### src/core/strobe_map.svh
`ifndef STROBE_MAP_SVH
`define STROBE_MAP_SVH

// register byte offsets
`define REG_CTRL 8'h00
`define REG_ONE_SHOT_DELAY 8'h04
`define REG_ONE_SHOT_WIDTH 8'h08
`define REG_PERIOD 8'h0c
`define REG_ACQ_DELAY 8'h10
`define REG_INTEG 8'h14
`define REG_STATUS 8'h18
`define REG_ELAPSED 8'h1c

// control field positions
`define CTRL_ONE_SHOT_EN 0
`define CTRL_PERIODIC_EN 1
`define CTRL_MODE_LO 2
`define CTRL_MODE_HI 3
`define CTRL_SOFT_TRIG 4

// status field positions
`define STAT_CYCLE 0
`define STAT_INTEG 1
`define STAT_ONE_SHOT 2
`define STAT_PERIODIC 3

// reset values
`define RST_CTRL 32'h0000_0000
`define RST_TIME 24'h00_0000

// timing
`define CLK_PERIOD_NS 10
`define HALF_US_NS 500
`define HALF_US_CYCLES (`HALF_US_NS / `CLK_PERIOD_NS)

`endif

### src/core/strobe_pkg.sv
package strobe_pkg;
	typedef enum logic [1:0] {
		MODE_SOFTWARE,
		MODE_EDGE,
		MODE_LEVEL,
		MODE_SPARE
	} trig_mode_e;
endpackage

### src/core/strobe_if.sv
interface strobe_if #(
	parameter int TIME_W = 24
);
	logic clear;
	logic half_tick;
	logic us_tick;
	logic start;
	logic integrating;
	logic enable;
	logic level_mode;
	logic wave;
	logic [TIME_W-1:0] period;
	logic [TIME_W:0] remaining;

	modport timebase (
		input clear,
		output half_tick,
		output us_tick
	);
	modport wave_gen (
		input half_tick,
		input us_tick,
		input start,
		input integrating,
		input enable,
		input level_mode,
		input period,
		input remaining,
		output wave
	);
	modport ctrl (
		output clear,
		output start,
		output integrating,
		output enable,
		output level_mode,
		output period,
		output remaining,
		input half_tick,
		input us_tick,
		input wave
	);
endinterface

### src/core/us_tick_gen.sv
`include "strobe_map.svh"

module us_tick_gen
	import strobe_pkg::*;
(
	input wire logic clock_i,
	input wire logic rst_b_i,
	strobe_if.timebase tb
);
	localparam logic [6:0] LAST = 7'(`HALF_US_CYCLES - 1);

	logic [6:0] cnt_q;
	logic odd_q;

	// clear realigns the time base to the trigger
	always_ff @(posedge clock_i or negedge rst_b_i) begin
		if (!rst_b_i) begin
			cnt_q <= 7'h00;
		end else if (tb.clear || cnt_q == LAST) begin
			cnt_q <= 7'h00;
		end else begin
			cnt_q <= cnt_q + 7'h01;
		end
	end

	always_ff @(posedge clock_i or negedge rst_b_i) begin
		if (!rst_b_i) begin
			odd_q <= 1'b0;
		end else if (tb.clear) begin
			odd_q <= 1'b0;
		end else if (cnt_q == LAST) begin
			odd_q <= ~odd_q;
		end
	end

	assign tb.half_tick = !tb.clear && cnt_q == LAST;
	assign tb.us_tick = tb.half_tick && odd_q;
endmodule

### src/core/periodic_strobe.sv
module periodic_strobe
	import strobe_pkg::*;
#(
	parameter int TIME_W = 24
) (
	input wire logic clock_i,
	input wire logic rst_b_i,
	strobe_if.wave_gen ws
);
	logic run_q;
	logic tick_q;
	logic [TIME_W:0] phase_q;
	logic [TIME_W:0] half_len;
	logic [TIME_W:0] last_phase;
	logic fits_start;
	logic at_last;

	// start trails the us tick by a clock, so the tick trails too; else the first half is short
	always_ff @(posedge clock_i or negedge rst_b_i) begin
		if (!rst_b_i) begin
			tick_q <= 1'b0;
		end else begin
			tick_q <= ws.half_tick;
		end
	end

	// phase counts half microseconds, so odd periods stay exactly 50%
	assign half_len = {1'b0, ws.period};
	assign last_phase = {ws.period, 1'b0} - {{TIME_W{1'b0}}, 1'b1};
	assign at_last = tick_q && phase_q == last_phase;
	// outside level mode, a period starts only if it ends before integration does
	assign fits_start = ws.remaining > half_len;

	always_ff @(posedge clock_i or negedge rst_b_i) begin
		if (!rst_b_i) begin
			run_q <= 1'b0;
		end else if (!ws.integrating) begin
			run_q <= 1'b0;
		end else if (ws.start) begin
			// zero, or outside level mode too long, a period leaves it idle
			run_q <= ws.enable && ws.period != '0 && (ws.level_mode || fits_start);
		end else if (at_last && run_q) begin
			// tail gap stays within one period
			run_q <= ws.level_mode || fits_start;
		end
	end

	always_ff @(posedge clock_i or negedge rst_b_i) begin
		if (!rst_b_i) begin
			phase_q <= '0;
		end else if (!ws.integrating || ws.start || at_last) begin
			phase_q <= '0;
		end else if (tick_q && run_q) begin
			phase_q <= phase_q + {{TIME_W{1'b0}}, 1'b1};
		end
	end

	// high for the first half of each period
	// integration gate cuts any period short
	assign ws.wave = ws.enable && ws.integrating && run_q && phase_q < half_len;
endmodule

### src/core/acquisition_strobe_generator.sv
// Decided for this implementation: the plain strobed port and the placing of the registers.
`include "strobe_map.svh"

module acquisition_strobe_generator
	import strobe_pkg::*;
#(
	parameter int TIME_W = 24
) (
	input wire logic clock_i,
	input wire logic rst_b_i,
	input wire logic trigger_i,
	input wire logic [7:0] addr_i,
	input wire logic [31:0] wdata_i,
	input wire logic wr_i,
	input wire logic rd_i,
	output logic [31:0] rdata_o,
	output logic one_shot_o,
	output logic periodic_o,
	output logic integrating_o,
	output logic cycle_active_o
);
	localparam logic [TIME_W:0] ONE = {{TIME_W{1'b0}}, 1'b1};

	// software copies
	logic one_shot_en_q;
	logic periodic_en_q;
	trig_mode_e mode_q;
	logic [TIME_W-1:0] one_shot_delay_q;
	logic [TIME_W-1:0] one_shot_width_q;
	logic [TIME_W-1:0] period_q;
	logic [TIME_W-1:0] acq_delay_q;
	logic [TIME_W-1:0] integ_q;
	logic soft_trig_q;

	// per-cycle snapshots
	logic snap_os_en_q;
	logic snap_per_en_q;
	logic snap_level_q;
	logic [TIME_W:0] os_start_q;
	logic [TIME_W:0] os_stop_q;
	logic [TIME_W:0] integ_start_q;
	logic [TIME_W:0] integ_end_q;
	logic [TIME_W-1:0] snap_period_q;

	logic cycle_q;
	logic [TIME_W:0] elapsed_q;
	logic integ_prev_q;
	logic integ_active;
	logic trig_event;
	logic take;
	logic [TIME_W:0] end_sum;
	logic one_shot_d;
	logic [31:0] rdata_d;

	strobe_if #(.TIME_W(TIME_W)) sif ();

	us_tick_gen u_tick (
		.clock_i(clock_i),
		.rst_b_i(rst_b_i),
		.tb(sif.timebase)
	);

	periodic_strobe #(.TIME_W(TIME_W)) u_periodic (
		.clock_i(clock_i),
		.rst_b_i(rst_b_i),
		.ws(sif.wave_gen)
	);

	// register writes
	// settings are whole microseconds
	always_ff @(posedge clock_i or negedge rst_b_i) begin
		if (!rst_b_i) begin
			one_shot_en_q <= 1'b0;
			periodic_en_q <= 1'b0;
			mode_q <= MODE_SOFTWARE;
			one_shot_delay_q <= `RST_TIME;
			one_shot_width_q <= `RST_TIME;
			period_q <= `RST_TIME;
			acq_delay_q <= `RST_TIME;
			integ_q <= `RST_TIME;
		end else if (wr_i) begin
			if (addr_i == `REG_CTRL) begin
				one_shot_en_q <= wdata_i[`CTRL_ONE_SHOT_EN];
				periodic_en_q <= wdata_i[`CTRL_PERIODIC_EN];
				mode_q <= trig_mode_e'(wdata_i[`CTRL_MODE_HI:`CTRL_MODE_LO]);
			end else if (addr_i == `REG_ONE_SHOT_DELAY) begin
				one_shot_delay_q <= wdata_i[TIME_W-1:0];
			end else if (addr_i == `REG_ONE_SHOT_WIDTH) begin
				one_shot_width_q <= wdata_i[TIME_W-1:0];
			end else if (addr_i == `REG_PERIOD) begin
				period_q <= wdata_i[TIME_W-1:0];
			end else if (addr_i == `REG_ACQ_DELAY) begin
				acq_delay_q <= wdata_i[TIME_W-1:0];
			end else if (addr_i == `REG_INTEG) begin
				integ_q <= wdata_i[TIME_W-1:0];
			end
		end
	end

	// self-clearing software trigger, only honoured in software mode
	always_ff @(posedge clock_i or negedge rst_b_i) begin
		if (!rst_b_i) begin
			soft_trig_q <= 1'b0;
		end else begin
			soft_trig_q <= wr_i && addr_i == `REG_CTRL && wdata_i[`CTRL_SOFT_TRIG];
		end
	end

	assign trig_event = (mode_q == MODE_SOFTWARE) ? soft_trig_q : trigger_i;
	// integration ends after acquisition delay plus its own length
	assign end_sum = {1'b0, acq_delay_q} + {1'b0, integ_q};
	// triggers during a running cycle are ignored; zero-length cycles never start
	assign take = trig_event && !cycle_q && integ_q != '0;

	// snapshot settings so mid-cycle writes cannot tear a pulse
	always_ff @(posedge clock_i or negedge rst_b_i) begin
		if (!rst_b_i) begin
			snap_os_en_q <= 1'b0;
			snap_per_en_q <= 1'b0;
			snap_level_q <= 1'b0;
			os_start_q <= '0;
			os_stop_q <= '0;
			integ_start_q <= '0;
			integ_end_q <= '0;
			snap_period_q <= `RST_TIME;
		end else if (take) begin
			snap_os_en_q <= one_shot_en_q;
			snap_per_en_q <= periodic_en_q;
			snap_level_q <= mode_q == MODE_LEVEL;
			os_start_q <= {1'b0, one_shot_delay_q};
			// stop point is delay plus width
			os_stop_q <= {1'b0, one_shot_delay_q} + {1'b0, one_shot_width_q};
			integ_start_q <= {1'b0, acq_delay_q};
			integ_end_q <= end_sum;
			snap_period_q <= period_q;
		end
	end

	always_ff @(posedge clock_i or negedge rst_b_i) begin
		if (!rst_b_i) begin
			elapsed_q <= '0;
		end else if (take) begin
			elapsed_q <= '0;
		end else if (cycle_q && sif.us_tick) begin
			elapsed_q <= elapsed_q + ONE;
		end
	end

	// cycle spans trigger to end of integration
	always_ff @(posedge clock_i or negedge rst_b_i) begin
		if (!rst_b_i) begin
			cycle_q <= 1'b0;
		end else if (take) begin
			cycle_q <= 1'b1;
		end else if (cycle_q && sif.us_tick && elapsed_q + ONE >= integ_end_q) begin
			cycle_q <= 1'b0;
		end
	end

	// integration window after the acquisition delay
	assign integ_active = cycle_q && elapsed_q >= integ_start_q;

	always_ff @(posedge clock_i or negedge rst_b_i) begin
		if (!rst_b_i) begin
			integ_prev_q <= 1'b0;
		end else begin
			integ_prev_q <= integ_active;
		end
	end

	assign sif.clear = take;
	assign sif.start = integ_active && !integ_prev_q;
	assign sif.integrating = integ_active;
	assign sif.enable = snap_per_en_q;
	assign sif.level_mode = snap_level_q;
	assign sif.period = snap_period_q;
	assign sif.remaining = integ_end_q - elapsed_q;

	// rise at delay, measured from trigger
	// cycle end is integration end, so the pulse is cut there
	always_comb begin
		one_shot_d = snap_os_en_q && cycle_q && elapsed_q >= os_start_q;
		one_shot_d = one_shot_d && elapsed_q < os_stop_q;
	end

	always_ff @(posedge clock_i or negedge rst_b_i) begin
		if (!rst_b_i) begin
			one_shot_o <= 1'b0;
		end else begin
			one_shot_o <= one_shot_d;
		end
	end

	always_ff @(posedge clock_i or negedge rst_b_i) begin
		if (!rst_b_i) begin
			periodic_o <= 1'b0;
		end else begin
			periodic_o <= sif.wave && snap_per_en_q;
		end
	end

	always_ff @(posedge clock_i or negedge rst_b_i) begin
		if (!rst_b_i) begin
			integrating_o <= 1'b0;
			cycle_active_o <= 1'b0;
		end else begin
			integrating_o <= integ_active;
			cycle_active_o <= cycle_q;
		end
	end

	// read mux; unmapped addresses read zero
	always_comb begin
		rdata_d = 32'h0000_0000;
		if (addr_i == `REG_CTRL) begin
			rdata_d[`CTRL_ONE_SHOT_EN] = one_shot_en_q;
			rdata_d[`CTRL_PERIODIC_EN] = periodic_en_q;
			rdata_d[`CTRL_MODE_HI:`CTRL_MODE_LO] = mode_q;
		end else if (addr_i == `REG_ONE_SHOT_DELAY) begin
			rdata_d[TIME_W-1:0] = one_shot_delay_q;
		end else if (addr_i == `REG_ONE_SHOT_WIDTH) begin
			rdata_d[TIME_W-1:0] = one_shot_width_q;
		end else if (addr_i == `REG_PERIOD) begin
			rdata_d[TIME_W-1:0] = period_q;
		end else if (addr_i == `REG_ACQ_DELAY) begin
			rdata_d[TIME_W-1:0] = acq_delay_q;
		end else if (addr_i == `REG_INTEG) begin
			rdata_d[TIME_W-1:0] = integ_q;
		end else if (addr_i == `REG_STATUS) begin
			rdata_d[`STAT_CYCLE] = cycle_active_o;
			rdata_d[`STAT_INTEG] = integrating_o;
			rdata_d[`STAT_ONE_SHOT] = one_shot_o;
			rdata_d[`STAT_PERIODIC] = periodic_o;
		end else if (addr_i == `REG_ELAPSED) begin
			rdata_d[TIME_W:0] = elapsed_q;
		end
	end

	// data only valid the cycle after a read strobe
	always_ff @(posedge clock_i or negedge rst_b_i) begin
		if (!rst_b_i) begin
			rdata_o <= 32'h0000_0000;
		end else if (rd_i) begin
			rdata_o <= rdata_d;
		end else begin
			rdata_o <= 32'h0000_0000;
		end
	end
endmodule

### config.mk
export PLATFORM = sky130hd
export DESIGN_NAME = acquisition_strobe_generator
export DESIGN_NICKNAME = d
export VERILOG_FILES = /design/src/core/strobe_pkg.sv /design/src/core/strobe_if.sv /design/src/core/us_tick_gen.sv /design/src/core/periodic_strobe.sv /design/src/core/acquisition_strobe_generator.sv
export VERILOG_INCLUDE_DIRS = /design/src /design/src/core
export SDC_FILE = /design/constraint.sdc
export NUM_CORES = 1
export LEC_CHECK = 0
export ABC_CLOCK_PERIOD_IN_PS = 7850
export BUFFER_PORTS_ARGS = -buffer_cell sky130_fd_sc_hd__buf_2
export CAP_MARGIN = 20
export CORE_ASPECT_RATIO = 0.8
export CORE_UTILIZATION = 45
export DETAILED_ROUTE_END_ITERATION = 8
export PLACE_DENSITY = 0.57
export SLEW_MARGIN = 20
export SYNTH_ARGS = -nofsm -noshare
export SYNTH_HDL_FRONTEND = slang
export SYNTH_SLANG_ARGS = --single-unit
### constraint.sdc
create_clock -name clock_i -period 7.85 [get_ports clock_i]
set_input_delay 1.57 -clock clock_i [delete_from_list [all_inputs] [get_ports clock_i]]
set_output_delay 1.57 -clock clock_i [all_outputs]
set_load 0.03 [all_outputs]
==> impl_metrics.json <==
{
  "synthCells": 2148,
  "gp_congestion": 0.917,
  "r2r_slack_ns": 3.44,
  "final_cells": 2847,
  "cp-start-kind": "flop",
  "synth_ff_type": "dfrtp_1",
  "grt_max_degree": 120,
  "antenna_left": 0,
  "die_h_um": 199,
  "synth-seq-cells": 340,
  "max_slew_margin": 0.287,
  "drc": 0,
  "status": "finished, final reports clean",
  "drv_slew": 0,
  "drive_above_1_share": 0.167,
  "tns_ns": 0,
  "clock-sinks": 340,
  "place_area_um2": 22700,
  "critPathKind": "reg -> reg",
  "hold_violations": 0,
  "arrival_ns": 4.87,
  "cp_cell_sequence": "inv_1 > ha_1 > nor2b_1 > o31a_1 > o22a_1 > a211o_1 > nand3_1 > nand2b_1 > a21o_1 > a21oi_1 > xnor2_1 > ha_1 > a21o_1 > a21oi_1 > nor2b_1 > o21ai_0 > nand2b_1 > a221oi_1 > o21bai_1 > o311a_1",
  "critPathCaptureType": "flop",
  "numCtsBuffers": 39,
  "rows": 71,
  "vias": 16500,
  "core_um2": 47300,
  "utilization": 0.507,
  "postCtsSetupBuffers": 0,
  "cpPeakStageDelay_ns": 0.63,
  "ir_drop_mv": 0.168,
  "worst_slew_pin_slew_ns": 1.04,
  "max_freq_mhz": 227,
  "cp_max_fo": 10,
  "hold_depth": 2,
  "fp.dieArea_um2": 49300,
  "worst-r2r-cell-count": 20,
  "design_power_total_mw": 5.81,
  "startpoint": "elapsed_q[2]$_DFFE_PN0P_",
  "dieWidth_um": 248,
  "yosysSeqAreaShare": 0.391,
  "netlist_area_um2": 21800,
  "cellPowerDensity_nw_per_um2": 242,
  "placedCellCount": 2777,
  "yosysTopAreaCellShare": 0.391,
  "ctsResizeCount": 0,
  "setup_slack_ns": 3.44,
  "dp_hpwl_mm": 47.0,
  "io_buffers": 65,
  "multi_input_area_um2": 12300,
  "cts_buffer_depth": 3,
  "p_leak_nw": 11.8,
  "hold_class": "reg -> reg",
  "synth-edff-count": 0,
  "grt.total_usage": 0.260,
  "hold_slack_ns": 0.479,
  "maxCapViolCount": 0,
  "worstPathRequired_ns": 8.30,
  "grt_pass1_vias": 16500,
  "antenna_found_initial": 5,
  "place_ws_ns": 3.30,
  "finClkSkew_ns": 0.0370,
  "ctsHoldBuffers": 0,
  "post_synth_num_cell_types": 78,
  "clk_pin_slew_ns": 0.06,
  "via_per_inst": 5.80,
  "synth_area_leaders": "dfrtp_1, ha_1, mux2_2",
  "setup_viol": 0,
  "holdCritStartpoint": "os_stop_q[10]$_DFFE_PN0P_",
  "grt_pass1_wl_mm": 97.5,
  "ys_warn_count": 0,
  "final_cell_area_um2": 24000,
  "yosysTopAreaCell": "dfrtp_1",
  "initialDrtViolationCount": 1095,
  "clk_latency_ns": 0.58,
  "cts_tree": "done",
  "syn_to_final_growth_pct": 10.3,
  "grt_overflow": 0,
  "timing.final.crit_share": 0.562,
  "seqCellArea_um2": 8510,
  "syn_avg_cell_area_um2": 10.1,
  "htree_num_levels": 2,
  "floorplan.initialDensity": 0.460,
  "fillers": 4388,
  "rsz0062_at_grt": "no",
  "cp_slowest_cell": "dfrtp_1",
  "wl_per_cell_um": 21.9,
  "cts_root_buffer": "clkbuf_16",
  "io_pins": 81,
  "totalWireLength_mm": 62.3,
  "nets": 2468,
  "drt_first_pass_iters": 5,
  "post-route-min-period_ns": 4.41,
  "async_reset_ff_frac": 1.00,
  "r2r-start": "elapsed_q[2]$_DFFE_PN0P_"
}
## final timing paths
kind / endpoint
min reg2reg: os_stop_q[10]$_DFFE_PN0P_
min in group asynchronous: u_periodic.phase_q[6]$_DFFE_PN0P_
max: u_periodic.run_q$_DFFE_PN0P_
max in group asynchronous: one_shot_delay_q[17]$_DFFE_PN0P_
max reg2reg: u_periodic.run_q$_DFFE_PN0P_
min: os_stop_q[10]$_DFFE_PN0P_
## registers in the layout (all words and copies together) (netlist names), 2 cells and up
register	count
sif.period	24
u_periodic.phase_q	25
u_tick.cnt_q	7
os_stop_q	25
integ_end_q	25
period_q	24
one_shot_delay_q	24
mode_q	2
rdata_o	25
one_shot_width_q	24
os_start_q	24
elapsed_q	25
acq_delay_q	24
integ_start_q	24
integ_q	24
## cells in the final DEF (no fill, tap or decap), drive strengths merged, types with 80 or more instances in the layout
cell type | synthesis | layout
dfrtp | 340 | 340
xnor2 | 89 | 89
ha | 222 | 222
buf | 24 | 80
inv | 168 | 169
nand2 | 123 | 123
mux2 | 202 | 202
o21ai | 103 | 103
nor2 | 105 | 105
a21o | 81 | 81
## cells in the mapped netlist, types with 53 or more instances
library cell / count
mux2_2: 202
inv_1: 168
ha_1: 222
a21oi_1: 75
nor2_1: 105
clkbuf_1: 53
nand2_1: 122
dfrtp_1: 340
xnor2_1: 89
xor2_1: 56
o21ai_0: 102
a21o_1: 81
nand3_1: 66
a22oi_1: 64
## report_power, final
group | internal, mW | leakage [nW] | switching, mW
clock | 1.07 | 0.631 | 0.778
sequential | 1.90 | 4.67 | 0.159
combinational | 0.839 | 6.46 | 1.06
total | 3.81 | 11.8 | 2.00
## metal layers
metal	wire length, um	vias up	global-route usage
met5	0	-	0
met4	1150	0	0.0636
met3	3320	64	0.0386
met2	27000	323	0.397
met1	30800	8264	0.384
li1	-	7858	-
## logic make-up (layout without fill, tap and decap cells)
kind of cell    after synthesis  after routing  synth area share
flops                       340            340             0.391
fa+ha+maj                   225            225             0.130
simple gates                508            508             0.120
mux                         210            210             0.110
buf+inv                     245            316            0.0446
other cells                   1              9          0.000172
xor+xnor                    145            145            0.0584
compound gates              474            474             0.145
## area by class of cell
type,instances,share of cell area
flip-flops and latches,340,0.354
diodes,2,0.000209
inverters,168,0.0263
repair buffers,80,0.0197
clock buffers,54,0.0468
multi-input cells,1569,0.514
well taps,620,0.0323
clock inverters,14,0.00652
## worst max-delay path: cells and delay by family (launching register included)
| kind | cells | cell delay, ns |
|---|---|---|
| adders and majority gates | 2 | 0.62 |
| DFF | 1 | 0.63 |
| buffers and inverters | 1 | 0.09 |
| and+or+nand+nor | 5 | 0.48 |
| xor gates and xnor gates | 1 | 0.17 |
| AOI/OAI and AO/OA | 11 | 2.30 |
Power figures use the tool's default switching activity.
